==> config.mk <==
export PLATFORM = sky130hd
export DESIGN_NAME = modem_ctrl
export DESIGN_NICKNAME = d
export VERILOG_FILES = /design/src/mac_ctrl_pkg.sv /design/src/modem_ctrl.sv /design/src/crc16_unit.sv /design/src/ack_timer.sv
export SDC_FILE = /design/constraint.sdc
export NUM_CORES = 1
export LEC_CHECK = 0
export ABC_AREA = 1
export BUFFER_PORTS_ARGS = -buffer_cell sky130_fd_sc_hd__buf_4
export CAP_MARGIN = 25
export CORE_AREA = 2 2 131 101
export DETAILED_ROUTE_END_ITERATION = 12
export DIE_AREA = 0 0 133 103
export PLACE_DENSITY = 0.7
export REMOVE_ABC_BUFFERS = 1
export SLEW_MARGIN = 0
export SYNTH_ARGS = -nofsm -noshare
export SYNTH_HDL_FRONTEND = slang
export SYNTH_HIERARCHICAL = 1
export SYNTH_SLANG_ARGS = --single-unit
==> constraint.sdc <==
create_clock -name mclk -period 2.6 [get_ports mclk]
set_input_delay 0.26 -clock mclk [delete_from_list [all_inputs] [get_ports mclk]]
set_output_delay 0.26 -clock mclk [all_outputs]
set_load 0.005 [all_outputs]
==> src/mac_ctrl_pkg.sv <==
/*
  Package for the modem control block: register addresses, field positions,
  reset values, mode encodings and timing constants.
  Assumes an 8-bit register port on a 16-bit external data address space.
*/
package mac_ctrl_pkg;
  // ==========================================
  // register map
  localparam logic [15:0] ADDR_MC0H = 16'hDF02;
  localparam logic [15:0] ADDR_MC0L = 16'hDF03;
  localparam logic [15:0] ADDR_MC1H = 16'hDF04;
  localparam logic [7:0] RST_MC0H = 8'h0A;
  localparam logic [7:0] RST_MC0L = 8'hE2;
  localparam logic [7:0] RST_MC1H = 8'h30;
  localparam logic [7:0] RST_CHANNEL_CLEAR_THRESHOLD = 8'hE0;
  // ==========================================
  // field positions
  localparam int FT_FILT_HI = 7;
  localparam int FT_FILT_LO = 6;
  localparam int RES_MODE_BIT = 5;
  localparam int COORD_BIT = 4;
  localparam int ADDR_DEC_BIT = 3;
  localparam int HYST_HI = 2;
  localparam int CHANNEL_CLEAR_SELECT_HI = 7;
  localparam int CHANNEL_CLEAR_SELECT_LO = 6;
  localparam int AUTO_CHECKSUM_BIT = 5;
  localparam int AUTO_REPLY_BIT = 4;
  localparam int PRE_HI = 3;
  localparam int SLOT_BIT = 7;
  localparam int GATE_BIT = 5;
  localparam int CTHR_HI = 4;
  // ==========================================
  // encodings
  localparam logic [1:0] FT_KEEP = 2'h0;
  localparam logic [1:0] FT_INV = 2'h1;
  localparam logic [1:0] FT_CLR = 2'h2;
  localparam logic [1:0] CCA_SEL_THR = 2'h1;
  localparam logic [4:0] LEGACY_CTHR = 5'h14;
  // ==========================================
  // timing: symbol is 16 us
  localparam int CLK_NS = 100;
  localparam int SYMBOL_NS = 16000;
  localparam int SYM_CYC = (SYMBOL_NS + CLK_NS - 1) / CLK_NS;
  localparam int ACK_SYMS = 12;
  localparam int SLOT_SYMS = 20;
  localparam int MAX_SLOT_SYMS = 30;
  localparam logic [7:0] SYM_CYC_M1 = 8'(SYM_CYC - 1);
  localparam logic [5:0] ACK_SYMS_W = 6'(ACK_SYMS);
  localparam logic [5:0] SLOT_SYMS_W = 6'(SLOT_SYMS);
  localparam logic [5:0] MAX_SLOT_W = 6'(MAX_SLOT_SYMS);
  localparam logic [8:0] ZERO_CORR = 9'h000;

  typedef enum logic [1:0] {
    ACK_IDLE = 2'b00,
    ACK_WAIT = 2'b01,
    ACK_FIRE = 2'b10
  } ack_state_type;
endpackage : mac_ctrl_pkg

==> src/modem_ctrl.sv <==
/*
  Modem control block: three 8-bit control registers plus the channel clear
  threshold, received frame filtering, channel clear indication, CRC append
  and check, automatic acknowledgment timing, preamble count, correlation gate.
  Assumes an 8-bit external data bus port, frame boundary strobes from the
  radio datapath on mclk, and a signal strength estimate from the receiver.
*/
//
// Operation
// [RULE1] frame type filter alters type, queue untouched
// [RULE2] filtering on, reserved types rejected when bit zero
// [RULE3] reserved types accepted unchecked when bit one
// [RULE4] filtering off accepts every frame
// [RULE5] coordinator role accepts frames lacking destination
// [RULE6] address filter enable bit three, reset one
// [RULE7] three-bit hysteresis, reset two
// [RULE8] mode 01 clear when strength below threshold-hysteresis
// [RULE9] auto checksum appends and checks CRC-16
// [RULE10] unslotted reply twelve symbols after frame
// [RULE11] slotted reply at first boundary beyond twelve
// [RULE12] slotted reply 12-30 symbols, 20-symbol SFD spacing
// [RULE13] preamble bytes equal length field plus one
// [RULE14] software avoids one or two byte preambles
// [RULE15] correlation must reach threshold before SFD search
// [RULE16] gate level selects extended or legacy filtering
// [RULE17] software keeps frame type filter at zero
// [RULE18] signed threshold, reset E0
// [RULE19] settings latched at frame boundaries
`timescale 1ns/10ps
`default_nettype none
module modem_ctrl import mac_ctrl_pkg::*; (
  input wire logic mclk,
  input wire logic rstn,
  // register port
  input wire logic [15:0] reg_addr,
  input wire logic reg_wr,
  input wire logic reg_rd,
  input wire logic [7:0] reg_wdata,
  output logic [7:0] reg_rdata,
  input wire logic [7:0] channel_clear_threshold_in,
  input wire logic channel_clear_threshold_wr,
  // receive side
  input wire logic rx_sfd,
  input wire logic rx_end,
  input wire logic [2:0] rx_frame_type,
  input wire logic rx_ack_req,
  input wire logic rx_has_dst,
  input wire logic rx_addr_match,
  input wire logic rx_bit_valid,
  input wire logic rx_bit,
  input wire logic [7:0] rssi,
  input wire logic [4:0] corr_level,
  input wire logic corr_peak_ok,
  // transmit side
  input wire logic tx_start,
  input wire logic tx_bit_valid,
  input wire logic tx_bit,
  output logic [15:0] tx_crc,
  output logic tx_crc_append,
  output logic [4:0] tx_preamble_bytes,
  // status
  output logic frame_accept,
  output logic crc_ok,
  output logic [2:0] filt_frame_type,
  output logic channel_clear,
  output logic sfd_search_en,
  output logic ack_start
);
  // ==========================================
  // registers
  logic [7:0] mc0h_ff, nxt_mc0h;
  logic [7:0] mc0l_ff, nxt_mc0l;
  logic [7:0] mc1h_ff, nxt_mc1h;
  logic [7:0] thr_ff, nxt_thr;
  logic [7:0] rdata_ff, nxt_rdata;

  always_comb begin
    nxt_mc0h = mc0h_ff;
    nxt_mc0l = mc0l_ff;
    nxt_mc1h = mc1h_ff;
    nxt_thr = thr_ff;
    nxt_rdata = 8'h00;
    if (reg_wr) begin
      case (reg_addr)
        ADDR_MC0H: nxt_mc0h = reg_wdata;
        ADDR_MC0L: nxt_mc0l = reg_wdata;
        ADDR_MC1H: nxt_mc1h = reg_wdata;
        default: nxt_mc0h = mc0h_ff;
      endcase
    end
    if (channel_clear_threshold_wr) begin
      nxt_thr = channel_clear_threshold_in; // [RULE18]
    end
    if (reg_rd) begin
      case (reg_addr)
        ADDR_MC0H: nxt_rdata = mc0h_ff;
        ADDR_MC0L: nxt_rdata = mc0l_ff;
        ADDR_MC1H: nxt_rdata = mc1h_ff;
        default: nxt_rdata = 8'h00;
      endcase
    end
  end

  always_ff @(posedge mclk or negedge rstn) begin
    if (!rstn) begin
      mc0h_ff <= RST_MC0H; // [RULE6] [RULE7]
      mc0l_ff <= RST_MC0L; // [RULE8] [RULE9]
      mc1h_ff <= RST_MC1H; // [RULE15] [RULE16]
      thr_ff <= RST_CHANNEL_CLEAR_THRESHOLD; // [RULE18]
      rdata_ff <= 8'h00;
    end else begin
      mc0h_ff <= nxt_mc0h;
      mc0l_ff <= nxt_mc0l;
      mc1h_ff <= nxt_mc1h;
      thr_ff <= nxt_thr;
      rdata_ff <= nxt_rdata;
    end
  end

  assign reg_rdata = rdata_ff;

  // ==========================================
  // frame-boundary shadow of settings
  // shadows avoid mixing old and new settings inside one frame
  logic [7:0] rx_cfg_ff, nxt_rx_cfg;
  logic [7:0] rx_cfg0l_ff, nxt_rx_cfg0l;
  logic slot_cfg_ff, nxt_slot_cfg;
  logic [3:0] pre_cfg_ff, nxt_pre_cfg;
  logic tx_crc_en_ff, nxt_tx_crc_en;

  always_comb begin
    nxt_rx_cfg = rx_cfg_ff;
    nxt_rx_cfg0l = rx_cfg0l_ff;
    nxt_slot_cfg = slot_cfg_ff;
    nxt_pre_cfg = pre_cfg_ff;
    nxt_tx_crc_en = tx_crc_en_ff;
    if (rx_sfd) begin // [RULE19]
      nxt_rx_cfg = mc0h_ff;
      nxt_rx_cfg0l = mc0l_ff;
      nxt_slot_cfg = mc1h_ff[SLOT_BIT];
    end
    if (tx_start) begin // [RULE19]
      nxt_pre_cfg = mc0l_ff[PRE_HI:0];
      nxt_tx_crc_en = mc0l_ff[AUTO_CHECKSUM_BIT];
    end
  end

  always_ff @(posedge mclk or negedge rstn) begin
    if (!rstn) begin
      rx_cfg_ff <= RST_MC0H;
      rx_cfg0l_ff <= RST_MC0L;
      slot_cfg_ff <= 1'b0;
      pre_cfg_ff <= RST_MC0L[PRE_HI:0];
      tx_crc_en_ff <= 1'b1;
    end else begin
      rx_cfg_ff <= nxt_rx_cfg;
      rx_cfg0l_ff <= nxt_rx_cfg0l;
      slot_cfg_ff <= nxt_slot_cfg;
      pre_cfg_ff <= nxt_pre_cfg;
      tx_crc_en_ff <= nxt_tx_crc_en;
    end
  end

  // ==========================================
  // frame type manipulation and address filter
  // only the internal view changes; the queued bytes are untouched
  logic [2:0] ftype;
  logic reserved_type;
  logic accept;

  always_comb begin
    ftype = rx_frame_type;
    case (rx_cfg_ff[FT_FILT_HI:FT_FILT_LO]) // [RULE1]
      FT_KEEP: ftype = rx_frame_type;
      FT_INV: ftype = {~rx_frame_type[2], rx_frame_type[1:0]};
      FT_CLR: ftype = {1'b0, rx_frame_type[1:0]};
      default: ftype = {1'b1, rx_frame_type[1:0]};
    endcase
    reserved_type = ftype[2];
    if (!rx_cfg_ff[ADDR_DEC_BIT]) begin
      accept = 1'b1; // [RULE4] [RULE6]
    end else if (reserved_type) begin
      accept = rx_cfg_ff[RES_MODE_BIT]; // [RULE2] [RULE3]
    end else if (!rx_has_dst) begin
      accept = rx_cfg_ff[COORD_BIT]; // [RULE5]
    end else begin
      accept = rx_addr_match;
    end
  end

  // ==========================================
  // checksum units
  logic [15:0] rx_crc;

  crc16_unit u_rx_crc (
    .mclk(mclk),
    .rstn(rstn),
    .clear(rx_sfd),
    .bit_valid(rx_bit_valid),
    .bit_in(rx_bit),
    .crc(rx_crc)
  );

  crc16_unit u_tx_crc (
    .mclk(mclk),
    .rstn(rstn),
    .clear(tx_start),
    .bit_valid(tx_bit_valid),
    .bit_in(tx_bit),
    .crc(tx_crc)
  );

  // residue of zero after the received FCS means a good frame
  logic crc_good;
  assign crc_good = !rx_cfg0l_ff[AUTO_CHECKSUM_BIT] || (rx_crc == 16'h0000); // [RULE9]
  assign tx_crc_append = tx_crc_en_ff; // [RULE9]

  // ==========================================
  // frame result and acknowledgment
  logic accept_ff, nxt_accept;
  logic crc_ok_ff, nxt_crc_ok;
  logic [2:0] ftype_ff, nxt_ftype;
  logic start_ack;

  assign start_ack = rx_end && accept && crc_good && rx_ack_req
                     && rx_cfg0l_ff[AUTO_REPLY_BIT]; // [RULE10]

  always_comb begin
    nxt_accept = accept_ff;
    nxt_crc_ok = crc_ok_ff;
    nxt_ftype = ftype_ff;
    if (rx_end) begin
      nxt_accept = accept;
      nxt_crc_ok = crc_good;
      nxt_ftype = ftype;
    end
  end

  always_ff @(posedge mclk or negedge rstn) begin
    if (!rstn) begin
      accept_ff <= 1'b0;
      crc_ok_ff <= 1'b0;
      ftype_ff <= 3'h0;
    end else begin
      accept_ff <= nxt_accept;
      crc_ok_ff <= nxt_crc_ok;
      ftype_ff <= nxt_ftype;
    end
  end

  assign frame_accept = accept_ff;
  assign crc_ok = crc_ok_ff;
  assign filt_frame_type = ftype_ff;

  ack_timer u_ack (
    .mclk(mclk),
    .rstn(rstn),
    .sfd(rx_sfd),
    .start(start_ack),
    .slotted(slot_cfg_ff),
    .fire(ack_start)
  );

  // ==========================================
  // preamble, channel clear, correlation gate
  assign tx_preamble_bytes = {1'b0, pre_cfg_ff} + 5'h01; // [RULE13]

  logic [8:0] limit;
  logic clear_ff, nxt_clear;
  logic gate_ff, nxt_gate;

  always_comb begin
    limit = {thr_ff[7], thr_ff} - {6'h00, mc0h_ff[HYST_HI:0]}; // [RULE7]
    nxt_clear = 1'b0;
    if (mc0l_ff[CHANNEL_CLEAR_SELECT_HI:CHANNEL_CLEAR_SELECT_LO] == CCA_SEL_THR) begin
      nxt_clear = $signed({rssi[7], rssi}) < $signed(limit); // [RULE8] [RULE18]
    end
    // legacy gating looks only at the level; extended also needs peak quality
    if (mc1h_ff[GATE_BIT]) begin
      nxt_gate = (corr_level >= mc1h_ff[CTHR_HI:0]) && corr_peak_ok; // [RULE15] [RULE16]
    end else begin
      nxt_gate = corr_level >= mc1h_ff[CTHR_HI:0]; // [RULE15]
    end
  end

  always_ff @(posedge mclk or negedge rstn) begin
    if (!rstn) begin
      clear_ff <= 1'b0;
      gate_ff <= 1'b0;
    end else begin
      clear_ff <= nxt_clear;
      gate_ff <= nxt_gate;
    end
  end

  assign channel_clear = clear_ff;
  assign sfd_search_en = gate_ff;

  // ==========================================
  // checks
  a_filter_off_all: assert property (@(posedge mclk) disable iff (!rstn)
    (rx_end && !rx_cfg_ff[ADDR_DEC_BIT]) |=> frame_accept)
    else $error("frame dropped with filter off"); // [RULE4]
  a_reserved_reject: assert property (@(posedge mclk) disable iff (!rstn)
    (rx_end && rx_cfg_ff[ADDR_DEC_BIT] && !rx_cfg_ff[RES_MODE_BIT] && ftype[2])
    |=> !frame_accept) else $error("reserved frame accepted"); // [RULE2]
  a_reserved_accept: assert property (@(posedge mclk) disable iff (!rstn)
    (rx_end && rx_cfg_ff[ADDR_DEC_BIT] && rx_cfg_ff[RES_MODE_BIT] && ftype[2])
    |=> frame_accept) else $error("reserved frame rejected"); // [RULE3]
  a_coord_nodst: assert property (@(posedge mclk) disable iff (!rstn)
    (rx_end && rx_cfg_ff[ADDR_DEC_BIT] && !ftype[2] && !rx_has_dst)
    |=> (frame_accept == $past(rx_cfg_ff[COORD_BIT])))
    else $error("no-destination filtering wrong"); // [RULE5]
  a_ftype_inv: assert property (@(posedge mclk) disable iff (!rstn)
    (rx_end && rx_cfg_ff[FT_FILT_HI:FT_FILT_LO] == FT_INV)
    |=> filt_frame_type == {~$past(rx_frame_type[2]), $past(rx_frame_type[1:0])})
    else $error("frame type invert wrong"); // [RULE1]
  a_preamble_cnt: assert property (@(posedge mclk) disable iff (!rstn)
    tx_start |=> tx_preamble_bytes == 5'($past(mc0l_ff[PRE_HI:0])) + 5'h01)
    else $error("preamble count wrong"); // [RULE13]
  a_channel_clear_select_off: assert property (@(posedge mclk) disable iff (!rstn)
    (mc0l_ff[CHANNEL_CLEAR_SELECT_HI:CHANNEL_CLEAR_SELECT_LO] != CCA_SEL_THR) |=> !channel_clear)
    else $error("clear asserted outside mode 01"); // [RULE8]
  a_corr_gate: assert property (@(posedge mclk) disable iff (!rstn)
    (corr_level < mc1h_ff[CTHR_HI:0]) |=> !sfd_search_en)
    else $error("sfd search below threshold"); // [RULE15]
  a_ack_needs_crc: assert property (@(posedge mclk) disable iff (!rstn)
    ack_start |-> (crc_ok && frame_accept))
    else $error("ack started on bad crc"); // [RULE10]
  c_frame_ok: cover property (@(posedge mclk) disable iff (!rstn) rx_end && accept && crc_good);
  c_clear: cover property (@(posedge mclk) disable iff (!rstn) channel_clear);
  c_gate: cover property (@(posedge mclk) disable iff (!rstn) sfd_search_en);
endmodule : modem_ctrl
`default_nettype wire

==> src/crc16_unit.sv <==
/*
  Bit-serial CRC-16 (x^16+x^12+x^5+1, LSB first, zero init).
  Assumes the caller presents one bit per clock with bit_valid.
*/
`timescale 1ns/10ps
`default_nettype none
module crc16_unit import mac_ctrl_pkg::*; (
  input wire logic mclk,
  input wire logic rstn,
  input wire logic clear,
  input wire logic bit_valid,
  input wire logic bit_in,
  output logic [15:0] crc
);
  logic [15:0] crc_ff;
  logic [15:0] nxt_crc;
  logic fb;

  always_comb begin
    fb = crc_ff[0] ^ bit_in;
    nxt_crc = crc_ff;
    if (clear) begin
      nxt_crc = 16'h0000;
    end else if (bit_valid) begin
      nxt_crc = {1'b0, crc_ff[15:1]};
      if (fb) begin
        nxt_crc = nxt_crc ^ 16'h8408;
      end
    end
  end

  always_ff @(posedge mclk or negedge rstn) begin
    if (!rstn) begin
      crc_ff <= 16'h0000;
    end else begin
      crc_ff <= nxt_crc;
    end
  end

  assign crc = crc_ff;
endmodule : crc16_unit
`default_nettype wire

==> src/ack_timer.sv <==
/*
  Acknowledgment timer: counts symbol periods from the end of a received
  frame and fires once, unslotted at 12 symbols or at the first 20-symbol
  slot boundary (measured from the received SFD) beyond 12 symbols.
  Assumes start and sfd are one-cycle pulses on mclk.
*/
`timescale 1ns/10ps
`default_nettype none
module ack_timer import mac_ctrl_pkg::*; (
  input wire logic mclk,
  input wire logic rstn,
  input wire logic sfd,
  input wire logic start,
  input wire logic slotted,
  output logic fire
);
  ack_state_type state_ff, nxt_state;
  logic [7:0] div_ff, nxt_div;
  logic [7:0] end_div_ff, nxt_end_div;
  logic end_tick;
  logic [5:0] since_end_ff, nxt_since_end;
  logic [5:0] slot_ff, nxt_slot;
  logic tick;
  logic due;

  assign tick = (div_ff == SYM_CYC_M1);
  // the frame end falls at any phase of the sfd-aligned divider, so it gets its own
  assign end_tick = (end_div_ff == SYM_CYC_M1);
  assign due = slotted ? (since_end_ff >= ACK_SYMS_W && slot_ff == SLOT_SYMS_W - 6'h01 && tick)
                       : (since_end_ff == ACK_SYMS_W - 6'h01 && end_tick);
  assign fire = (state_ff == ACK_FIRE);

  always_comb begin
    nxt_state = state_ff;
    nxt_div = tick ? 8'h00 : 8'(div_ff + 8'h01);
    nxt_end_div = end_tick ? 8'h00 : 8'(end_div_ff + 8'h01);
    nxt_since_end = since_end_ff;
    nxt_slot = slot_ff;
    if (sfd) begin
      nxt_div = 8'h00;
      nxt_slot = 6'h00;
    end else if (tick) begin
      nxt_slot = (slot_ff == SLOT_SYMS_W - 6'h01) ? 6'h00 : 6'(slot_ff + 6'h01);
    end
    case (state_ff)
      ACK_IDLE: begin
        if (start) begin
          nxt_state = ACK_WAIT;
          nxt_since_end = 6'h00;
          nxt_end_div = 8'h00;
        end
      end
      ACK_WAIT: begin
        if (end_tick) begin
          nxt_since_end = 6'(since_end_ff + 6'h01);
        end
        // past 30 symbols nothing legal remains; give up
        if (due) begin // [RULE10] [RULE11] [RULE12]
          nxt_state = ACK_FIRE;
        end else if (since_end_ff > MAX_SLOT_W) begin
          nxt_state = ACK_IDLE;
        end
      end
      ACK_FIRE: nxt_state = ACK_IDLE;
      default: nxt_state = ACK_IDLE;
    endcase
  end

  always_ff @(posedge mclk or negedge rstn) begin
    if (!rstn) begin
      state_ff <= ACK_IDLE;
      div_ff <= 8'h00;
      end_div_ff <= 8'h00;
      since_end_ff <= 6'h00;
      slot_ff <= 6'h00;
    end else begin
      state_ff <= nxt_state;
      div_ff <= nxt_div;
      end_div_ff <= nxt_end_div;
      since_end_ff <= nxt_since_end;
      slot_ff <= nxt_slot;
    end
  end

  a_ack_single: assert property (@(posedge mclk) disable iff (!rstn)
    fire |=> !fire) else $error("ack fire longer than one cycle"); // [RULE10]
  a_ack_unslot_late: assert property (@(posedge mclk) disable iff (!rstn)
    (fire && !slotted) |-> (since_end_ff == ACK_SYMS_W && end_div_ff == 8'h00))
    else $error("unslotted ack after 12 symbols"); // [RULE10]
  a_ack_slot_edge: assert property (@(posedge mclk) disable iff (!rstn)
    (fire && slotted) |-> (slot_ff == 6'h00 && div_ff == 8'h00))
    else $error("slotted ack off slot boundary"); // [RULE12]
  c_ack_slotted: cover property (@(posedge mclk) disable iff (!rstn) fire && slotted);
  c_ack_plain: cover property (@(posedge mclk) disable iff (!rstn) fire && !slotted);
endmodule : ack_timer
`default_nettype wire

==> results.sh, run 1 <==
export IMPL_status="finished, final reports clean"
export IMPL_die_h_um=103
export IMPL_clock_fmax_ghz=0.4115
export IMPL_postCtsSetupBuffers=0
export IMPL_period_share=0.9346
export IMPL_start_util=0.4952
export IMPL_syn_area_um2=6223
export IMPL_synth_common_cells="143 x nand2_1, 107 x dfrtp_1, 90 x inv_1"
export IMPL_worst_slew_pin_transition_ns=0.7302
export IMPL_design_die_area_um2=13700
export IMPL_clk_path_buf_depth=2
export IMPL_ys_top_cells_by_area="dfrtp_1 43%, nand2_1 8.6%, dfstp_2 6.3%"
export IMPL_cts_root_buf="clkbuf_16"
export IMPL_grt_pass1_vias=5230
export IMPL_synth_edff_count=0
export IMPL_yosysUniqueCellTypes=41
export IMPL_rows=36
export IMPL_avgSynthCellArea_um2=8.572
export IMPL_grt_ovfl_total=0
export IMPL_drt_first_iter_violations=358
export IMPL_via_count=5267
export IMPL_drive_gt1_frac=0.2465
export IMPL_ir_drop_uv=488.2
export IMPL_p_leak_nw=4.058
export IMPL_gp_congestion=0.8638
export IMPL_async_reset_ff_frac=1.000
export IMPL_rsz0062_at_grt="no"
export IMPL_drc=0
export IMPL_first_pass_iters=6
export IMPL_insertedDiodeCount=0
export IMPL_ant_nets=0
export IMPL_ys_seq_area_frac=0.4936
export IMPL_drv_slew=0
export IMPL_fp_coreArea_um2=12570
export IMPL_clkTransAtPathRegs_ns=0.06
export IMPL_fin_crit_ns=2.430
export IMPL_path_class="flip-flop to flip-flop"
export IMPL_postSynthCellCount=726
export IMPL_cp_required_ns=2.93
export IMPL_pin_count=102
export IMPL_path_max_fanout=3
export IMPL_synth_warnings=6
export IMPL_max_cap_violations=0
export IMPL_start_kind="flip-flop"
export IMPL_timing_setup_tns_ns=0
export IMPL_cts_tree="built"
export IMPL_area_delta_synth_final_pct=25.77
export IMPL_hold_class="input port to flip-flop"
export IMPL_antenna_found_initial=0
export IMPL_cp_arrival_ns=2.76
export IMPL_place_hpwl_mm=10.39
export IMPL_yosysTopAreaCellShare=0.4302
export IMPL_fin_nets=926
export IMPL_clock_sinks=122
export IMPL_synth_seq_cells=122
export IMPL_wl_per_cell_um=13.95
export IMPL_yosysTopAreaCell="dfrtp_1"
export IMPL_synth_main_ff_cell="dfrtp_1"
export IMPL_htree_num_levels=4
export IMPL_finalSetupViolations=0
export IMPL_synth_most_common_cell="nand2_1"
export IMPL_numCtsBuffers=17
export IMPL_viasPerCell=5.149
export IMPL_die_w_um=133
export IMPL_hold_slack_ns=0.05320
export IMPL_slew_headroom=0.5132
export IMPL_grt_pass1_wl_mm=24.22
export IMPL_hold_viol=0
export IMPL_grt_total_usage=0.2220
export IMPL_endpoint_kind="flip-flop"
export IMPL_port_buffers=101
export IMPL_clock_latency_ns=0.42
export IMPL_p_per_area_nw_per_um2=628.5
export IMPL_fin_skew_ns=0.01223
export IMPL_grt_max_degree=57
export IMPL_routed_wl_mm=14.27
-- through the flow --
stage,cells,util,area [µm²],power [W],setup WS [ns]
finish,1023,0.6229,7828,0.004919,0.1701
global route,1023,0.6229,7828,0.005103,0.007103
CTS,1023,0.6223,7820,0.004966,0.1401
detailed placement,990,0.5700,7163,0.002379,0.1597
global placement,990,0.5700,7163,0.002360,0.2597
floorplan,713,-,6141,0.002160,0.2874
-- metal layers --
metal / share of wire / track usage
met4: 0.013 / 0.07610
met5: 0 / 0
met2: 0.45 / 0.3479
met3: 0.056 / 0.05752
met1: 0.48 / 0.3041
-- layout make-up --
type,instances,area [µm²]
Tap cell,171,214.0
Fill cell,1061,4740
Multi-Input combinational cell,481,2664
Clock buffer,17,425.4
Timing Repair Buffer,107,818.3
Clock inverter,15,221.5
Sequential cell,122,3072
Inverter,110,412.9
-- cell usage in the layout (no fill, tap or decap), drive strengths merged, types with 18 or more instances in the layout --
master,n
a21oi,20
buf,106
dfrtp,107
ha,22
inv,111
nand2,147
nand3,77
nand4,25
nor2,79
o21ai,57
o22ai,18
-- critical path: stages (launching register included) --
cell and delay, ns:
dfrtp_1 0.40, ha_1 0.23, fa_1 0.39, nor2_1 0.11
inv_1 0.06, nand2_1 0.10, nor2_1 0.08, xor2_1 0.16
ha_1 0.32, a21oi_1 0.15, o21a_1 0.12, nand3_1 0.08
a21oi_1 0.15
-- final timing paths --
path                                     start                   to  slack [ns]  cells after the start
max                                 mc0h_ff[0]        channel_clear        0.17                     12
min                           rx_frame_type[0]   filt_frame_type[0]        0.05                      3
max reg2reg                         mc0h_ff[0]        channel_clear        0.17                     12
min reg2reg                u_ack/end_div_ff[0]  u_ack/end_div_ff[0]        0.47                      1
max in group asynchronous                 rstn     u_ack/slot_ff[0]        1.37                      3
min in group asynchronous                 rstn     u_tx_crc/crc[12]        0.44                      2
-- where the power goes --
| part | internal [W] | switching [W] | total (W) |
|---|---|---|---|
| Sequential | 0.00194 | 0.0000240 | 0.00196 |
| Combinational | 0.000165 | 0.000220 | 0.000385 |
| Clock | 0.00170 | 0.000872 | 0.00257 |
-- logic make-up (layout without fill, tap and decap cells) --
kind of cell / after synthesis / after routing / synth area share
multiplexers: 4 / 4 / 0.007237
AND/OR/NAND/NOR: 337 / 337 / 0.2608
AO/OA/AOI/OAI: 105 / 105 / 0.09449
buffers and inverters: 123 / 249 / 0.07961
XOR/XNOR: 12 / 12 / 0.01689
flip-flops: 122 / 122 / 0.4936
adder cells (fa/ha/maj): 23 / 23 / 0.04745
-- timing repair --
| action | CTS | global route |
|---|---|---|
| hold buffers | 1 | 0 |
| gates resized for setup | 0 | 2 |
| hold endpoints to repair | 45 | 0 |
| endpoints found under the setup margin | 0 | 1 |
(Power assumes the default switching activity.)
==> inputs of run 2 (changes only) <==
Settings changed: CTS_CLUSTER_SIZE set to 30, REMOVE_ABC_BUFFERS 1 to unset.
==> run 2 against run 1 <==
  * Maximum frequency fell by 0.42%
  * First-iteration DRC count rose by 2.2%
  * Critical path depth rose by 1
  * Core utilization fell by 0.93 points
  * Register-to-register slack barely moved
  * Cell area fell by 1.5%
  * Worst setup slack got worse by 0.010 ns
  * Clock power fell by 14%
  * Flip-flop and latch count did not move
==> results.sh, run 2 (synthesis results as in run 1) <==
export IMPL_pwr_share_seq=0.431
export IMPL_htree_num_levels=4
export IMPL_via_count=5280
export IMPL_rr_startpoint="mc0h_ff[1]"
export IMPL_wl_met3_um=658
export IMPL_die_w_um=133
export IMPL_die_h_um=103
export IMPL_clock_sinks=122
export IMPL_clock_fmax_ghz=0.4098
export IMPL_cp_required_ns=2.90
export IMPL_critPathCapture="channel_clear"
export IMPL_drive_gt1_frac=0.2367
export IMPL_port_buffers=101
export IMPL_final_common_cell="nand2_1"
export IMPL_postCtsSetupBuffers=0
export IMPL_hold_class="input port to flip-flop"
export IMPL_path_max_fanout=3
export IMPL_place_hpwl_mm=10.53
export IMPL_rsz0062_at_grt="no"
export IMPL_first_pass_iters=5
export IMPL_wl_per_cell_um=14.04
export IMPL_mostFrequentLayoutCells="143 x nand2_1, 107 x dfrtp_1, 102 x buf_4"
export IMPL_fp_coreArea_um2=12570
export IMPL_clk_path_buf_depth=2
export IMPL_fin_crit_ns=2.440
export IMPL_path_cells="inv_1 -> ha_1 -> nand2_1 -> nor2_1 -> a211oi_2 -> nand3_1 -> xor2_1 -> ha_1 -> nand2_1 -> nor2_1 -> o211ai_1 -> nand3_1 -> a21oi_1"
export IMPL_start_kind="flip-flop"
export IMPL_cts_tree="built"
export IMPL_clock_latency_ns=0.42
export IMPL_drv_slew=0
export IMPL_numCtsBuffers=17
export IMPL_routed_wl_mm=14.33
export IMPL_path_class="flip-flop to flip-flop"
export IMPL_clkTransAtPathRegs_ns=0.05
export IMPL_grt_ovfl_total=0
export IMPL_insertedDiodeCount=0
export IMPL_place_area_um2=7141
export IMPL_dr_wl_met2_mm=6.883
export IMPL_viasPerCell=5.176
export IMPL_reg2reg_depth=13
export IMPL_slew_headroom=0.5441
export IMPL_fin_skew_ns=0.004941
export IMPL_wl_met1_mm=6.583
export IMPL_p_clk_frac=0.485
export IMPL_final_core_util=0.6136
export IMPL_gp_congestion=0.9021
export IMPL_timing_setup_tns_ns=0
export IMPL_pin_count=102
export IMPL_drc=0
export IMPL_rows=36
export IMPL_start_util=0.4952
export IMPL_drt_first_iter_violations=366
export IMPL_ff2ff_setup_slack_ns=0.16
export IMPL_max_cap_violations=0
export IMPL_p_per_area_nw_per_um2=591.2
export IMPL_status="finished, final reports clean"
export IMPL_power_switching_w=0.001034
export IMPL_hold_viol=0
export IMPL_ant_nets=0
export IMPL_antenna_found_initial=0
export IMPL_syn_num_nets=813
export IMPL_sw_frac_of_total=0.2268
export IMPL_p_int_w=0.003525
export IMPL_endpoint_kind="flip-flop"
export IMPL_finalSetupViolations=0
export IMPL_fillers=1094
export IMPL_ir_drop_uv=474.1
export IMPL_reg2reg_to="channel_clear"
export IMPL_startpoint="mc0h_ff[1]"
export IMPL_p_leak_nw=4.012
export IMPL_cp_arrival_ns=2.74
export IMPL_worst_slew_pin_transition_ns=0.6839
export IMPL_fin_nets=923
export IMPL_period_share=0.9385
export IMPL_routed_top_layer="met4"
export IMPL_grt_total_usage=0.2202
export IMPL_grt_max_degree=52
export IMPL_area_delta_synth_final_pct=23.90
export IMPL_design_area_um2=7711
export IMPL_max_stage_delay_ns=0.55
export IMPL_hold_slack_ns=0.04834
export IMPL_grt_pass1_vias=5107
export IMPL_cp_slowest_cell="dfstp_2"
export IMPL_grt_pass1_wl_mm=23.67
export IMPL_combPwrFrac=0.084
export IMPL_cts_root_buf="clkbuf_16"
export IMPL_design_die_area_um2=13700
export IMPL_power_total_w=0.004559
-- run 2: cell count changes in the layout (fill, tap and decap cells not counted) --
cell        previous run  this run
nor2_1                60        61
inv_6                  2         0
clkinv_4               1         0
buf_4                105       102
clkbuf_8               0         1
bufinv_16              5         2
clkinv_2               3         6
nor2_2                12        11
clkbuf_1               0         5
clkinvlp_4             4         1
-- run 2: how the worst min path moves through the flow --
stage,slack (ns),cells past startpoint,startpoint,to
floorplan,-0.04,0,rstn,channel_clear
global placement,0.34,1,rstn,u_tx_crc/crc[12]
detailed placement,0.35,1,rstn,u_tx_crc/crc[12]
CTS,0.03,3,channel_clear_threshold_in[6],thr_ff[6]
global route,0.05,3,channel_clear_threshold_in[4],thr_ff[4]
finish,0.05,3,channel_clear_threshold_in[6],thr_ff[6]
-- run 2: repair_timing --
item	in CTS	in global routing
gates resized for setup	0	1
hold buffers	1	0
hold endpoints to repair	49	0
endpoints found under the setup margin	0	1
-- run 2: power groups by stage --
stage / sequential [W] / clock (W) / combinational (W)
6_report: 0.00197 / 0.00221 / 0.000381
4_1_cts: 0.00197 / 0.00226 / 0.000382
5_1_grt: 0.00197 / 0.00234 / 0.000428
3_3_place_gp: 0.00200 / 0 / 0.000360
2_1_floorplan: 0.00199 / 0 / 0.000178
3_5_place_dp: 0.00200 / 0 / 0.000378
-- run 2: through the flow --
stage / worst slack (ns) / instances
after floorplan: 0.2874 / 726
after detailed placement: 0.09341 / 987
final: 0.1598 / 1020
after CTS: 0.07385 / 1020
after global placement: 0.1367 / 987
after global routing: 0.01168 / 1020
-- run 2: cell type report --
class                   count  area (µm²)  area share
flip-flops and latches    122        3072      0.3983
multi-input cells         481        2661      0.3451
repair buffers            104       795.8      0.1032
clock buffers              23       457.9     0.05939
inverters                 110       412.9     0.05355
well taps                 171       214.0     0.02775
clock inverters             9       97.59     0.01266
-- run 2: critical path: cells and delay by family, from the launching register on --
kind | cells | cell delay (ns)
AO/OA/AOI/OAI | 3 | 0.41
XOR/XNOR | 1 | 0.17
adder cells (fa/ha/maj) | 2 | 0.58
buffers and inverters | 1 | 0.06
flip-flops | 1 | 0.55
AND/OR/NAND/NOR | 6 | 0.55
-- run 2: routing by layer --
metal	GRT usage	up-vias
met1	0.2905	2514
li1	-	2610
met2	0.3551	133
met4	0.08023	0
met5	0	-
met3	0.05900	23
==> inputs of run 3 (changes only) <==
Settings changed: ABC_AREA 1 to unset, CORE_AREA 2 2 131 101 to 2 2 127 98, DIE_AREA 0 0 133 103 to 0 0 129 100, MAX_ROUTING_LAYER set to met4, PLACE_DENSITY 0.7 to 0.71.
==> run 3 against run 2 <==
  * Clock power increased by 5%
  * Die area decreased by 5.8%
  * Non-clock buffer count increased by 3
  * Flip-flop and latch count unchanged
  * Power increased by 5.0%
  * Critical path depth decreased by 2
  * Area after synthesis decreased by 5.7%
  * Worst setup slack got worse by 0.017 ns
  * Worst hold slack improved by 0.020 ns
  * Core utilization increased by 1.1 points
  * Critical endpoint unchanged
  * Largest cell class unchanged
==> results.sh, run 3 <==
export IMPL_place_hpwl_mm=8.921
export IMPL_synth_main_ff_cell="dfrtp_1"
export IMPL_drc=0
export IMPL_synthXorXnorAreaFrac=0.03882
export IMPL_clock_sinks=122
export IMPL_die_h_um=100
export IMPL_drv_slew=0
export IMPL_fin_nets=707
export IMPL_reg2reg_to="channel_clear"
export IMPL_clk_path_buf_depth=2
export IMPL_fillers=958
export IMPL_fin_crit_ns=2.458
export IMPL_wl_per_cell_um=15.90
export IMPL_avgSynthCellArea_um2=11.46
export IMPL_synth_top_family_by_area="simple AND/OR/NAND/NOR gates"
export IMPL_synth_compound_area_share=0.06570
export IMPL_start_util=0.4943
export IMPL_worst_slew_pin_transition_ns=0.8980
export IMPL_syn_num_nets=599
export IMPL_ys_seq_area_frac=0.5237
export IMPL_ant_nets=0
export IMPL_syn_area_um2=5866
export IMPL_synth_most_common_cell="dfrtp_1"
export IMPL_ir_drop_uv=427.9
export IMPL_final_common_cell="dfrtp_1"
export IMPL_reg2reg_depth=11
export IMPL_cts_root_buf="clkbuf_16"
export IMPL_synth_seq_cells=122
export IMPL_finalSetupViolations=0
export IMPL_routed_wl_mm=12.71
export IMPL_fp_coreArea_um2=11870
export IMPL_yosysTopAreaCellShare=0.4565
export IMPL_power_total_w=0.004785
export IMPL_via_count=4301
export IMPL_rows=35
export IMPL_cp_required_ns=2.94
export IMPL_period_share=0.9452
export IMPL_rr_startpoint="mc0h_ff[0]"
export IMPL_cp_arrival_ns=2.80
export IMPL_ys_top_cells_by_area="dfrtp_1 46%, mux2_2 7.3%, dfstp_2 6.7%"
export IMPL_synthMuxAreaShare=0.1269
export IMPL_clkTransAtPathRegs_ns=0.06
export IMPL_pin_count=102
export IMPL_yosysUniqueCellTypes=60
export IMPL_first_pass_iters=5
export IMPL_hold_viol=0
export IMPL_synth_common_cells="107 x dfrtp_1, 66 x nor2_1, 38 x mux2_2"
export IMPL_p_per_area_nw_per_um2=645.4
export IMPL_hp_start="channel_clear_threshold_in[0]"
export IMPL_grt_ovfl_total=0
export IMPL_postSynthCellCount=512
export IMPL_grt_total_usage=0.2189
export IMPL_area_delta_synth_final_pct=26.39
export IMPL_hold_class="input port to flip-flop"
export IMPL_htree_num_levels=4
export IMPL_die_w_um=129
export IMPL_synth_edff_count=0
export IMPL_start_kind="flip-flop"
export IMPL_drt_first_iter_violations=253
export IMPL_cts_tree="built"
export IMPL_clock_fmax_ghz=0.4069
export IMPL_port_buffers=101
export IMPL_async_reset_ff_frac=1.000
export IMPL_clock_latency_ns=0.42
export IMPL_grt_max_degree=54
export IMPL_status="finished, final reports clean"
export IMPL_p_leak_nw=3.528
export IMPL_synthSimpleGateAreaFrac=0.1636
export IMPL_holdPathEnd="thr_ff[0]"
export IMPL_numCtsBuffers=17
export IMPL_slew_headroom=0.4007
export IMPL_synth_adder_area_share=0.05034
export IMPL_grt_pass1_vias=4381
export IMPL_fin_skew_ns=0.006449
export IMPL_viasPerCell=5.383
export IMPL_insertedDiodeCount=0
export IMPL_drive_gt1_frac=0.3270
export IMPL_max_cap_violations=0
export IMPL_path_max_fanout=3
export IMPL_antenna_found_initial=0
export IMPL_holdPathStages=3
export IMPL_grt_pass1_wl_mm=21.06
export IMPL_synth_warnings=6
export IMPL_design_die_area_um2=12900
export IMPL_gp_congestion=0.8054
export IMPL_final_core_util=0.6247
export IMPL_yosysTopAreaCell="dfrtp_1"
export IMPL_mostFrequentLayoutCells="107 x dfrtp_1, 105 x buf_4, 66 x nor2_1"
export IMPL_endpoint_kind="flip-flop"
export IMPL_ff2ff_setup_slack_ns=0.14
export IMPL_timing_setup_tns_ns=0
export IMPL_path_class="flip-flop to flip-flop"
==> run 3: cell types whose count changed after synthesis, sizes merged, moves of 17 or more <==
| cell | before | now |
|---|---|---|
| nand2 | 147 | 22 |
| mux2i | 0 | 26 |
| mux2 | 4 | 43 |
| o22ai | 18 | 1 |
| nand4 | 25 | 6 |
| nand3 | 77 | 17 |
| inv | 109 | 23 |
| o21ai | 57 | 12 |
==> run 3: critical path: stages (launching register included) <==
cell and delay (ns):
dfrtp_1 0.39, ha_1 0.24, fa_1 0.41, inv_1 0.09, a21boi_2 0.07, nand2_1 0.08
xor2_1 0.15, ha_1 0.26, a21o_1 0.18, a211oi_1 0.21, a31oi_1 0.12, nor3b_2 0.18
==> run 3: logic make-up (layout without fill, tap and decap cells) <==
group / after synthesis / count (layout)
AOI/OAI and AO/OA: 56 / 56
xor gates and xnor gates: 26 / 26
adders and majority gates: 23 / 23
buffers and inverters: 41 / 162
DFF: 122 / 122
muxes: 69 / 69
and+or+nand+nor: 175 / 175
==> run 3: area by class of cell <==
class / count / area (µm²) / area share
clock buffer: 19 / 452.9 / 0.06110
inverter: 23 / 86.33 / 0.01165
clock inverter: 13 / 143.9 / 0.01941
timing repair buffer: 107 / 818.3 / 0.1104
tap: 166 / 207.7 / 0.02802
sequential: 122 / 3072 / 0.4143
multi-input combinational: 349 / 2633 / 0.3551
==> run 3: worst max path at each step <==
stage / start / end / slack, ns / cells past startpoint
6_report: mc0h_ff[0] / channel_clear / 0.14 / 11
5_1_grt: mc0h_ff[1] / channel_clear / -0.06 / 12
4_1_cts: mc0h_ff[1] / channel_clear / 0.02 / 12
3_5_place_dp: mc0h_ff[1] / channel_clear / -0.02 / 12
3_3_place_gp: mc0h_ff[1] / channel_clear / 0.10 / 12
2_1_floorplan: mc0h_ff[1] / channel_clear / 0.22 / 12
==> run 3: metal layers <==
| layer | GRT usage | share of wire | up-vias |
|---|---|---|---|
| met1 | 0.2889 | 0.46 | 2102 |
| met4 | 0.09114 | 0.019 | 0 |
| met5 | - | 0 | - |
| li1 | - | - | 2047 |
| met2 | 0.3236 | 0.47 | 129 |
| met3 | 0.05757 | 0.047 | 23 |
==> run 3: report_power, final <==
group | switching [W] | total [W] | internal (W)
Combinational | 0.000203 | 0.000410 | 0.000207
Sequential | 0.0000666 | 0.00204 | 0.00197
Clock | 0.000868 | 0.00233 | 0.00147
Total | 0.00114 | 0.00478 | 0.00365
==> run 3: stage by stage <==
stage          hold slack (ns)  cells  setup WS (ns)  instance area [µm²]
4_1_cts                0.06367    798        0.02438                 7386
2_1_floorplan         -0.03559    512         0.2209                 5866
3_5_place_dp            0.3479    765       -0.02199                 6779
3_3_place_gp            0.3439    765         0.1032                 6779
5_1_grt                0.06688    799       -0.06126                 7413
6_report               0.06815    799         0.1424                 7413
==> run 3: repair_timing <==
action                                  in CTS  in global routing
hold buffers                                 1                  0
setup buffers                                0                  1
pin swaps                                    0                  7
hold endpoints to repair                    43                  0
resized for setup                            1                  7
endpoints found under the setup margin       1                  1
gates cloned                                 0                  0
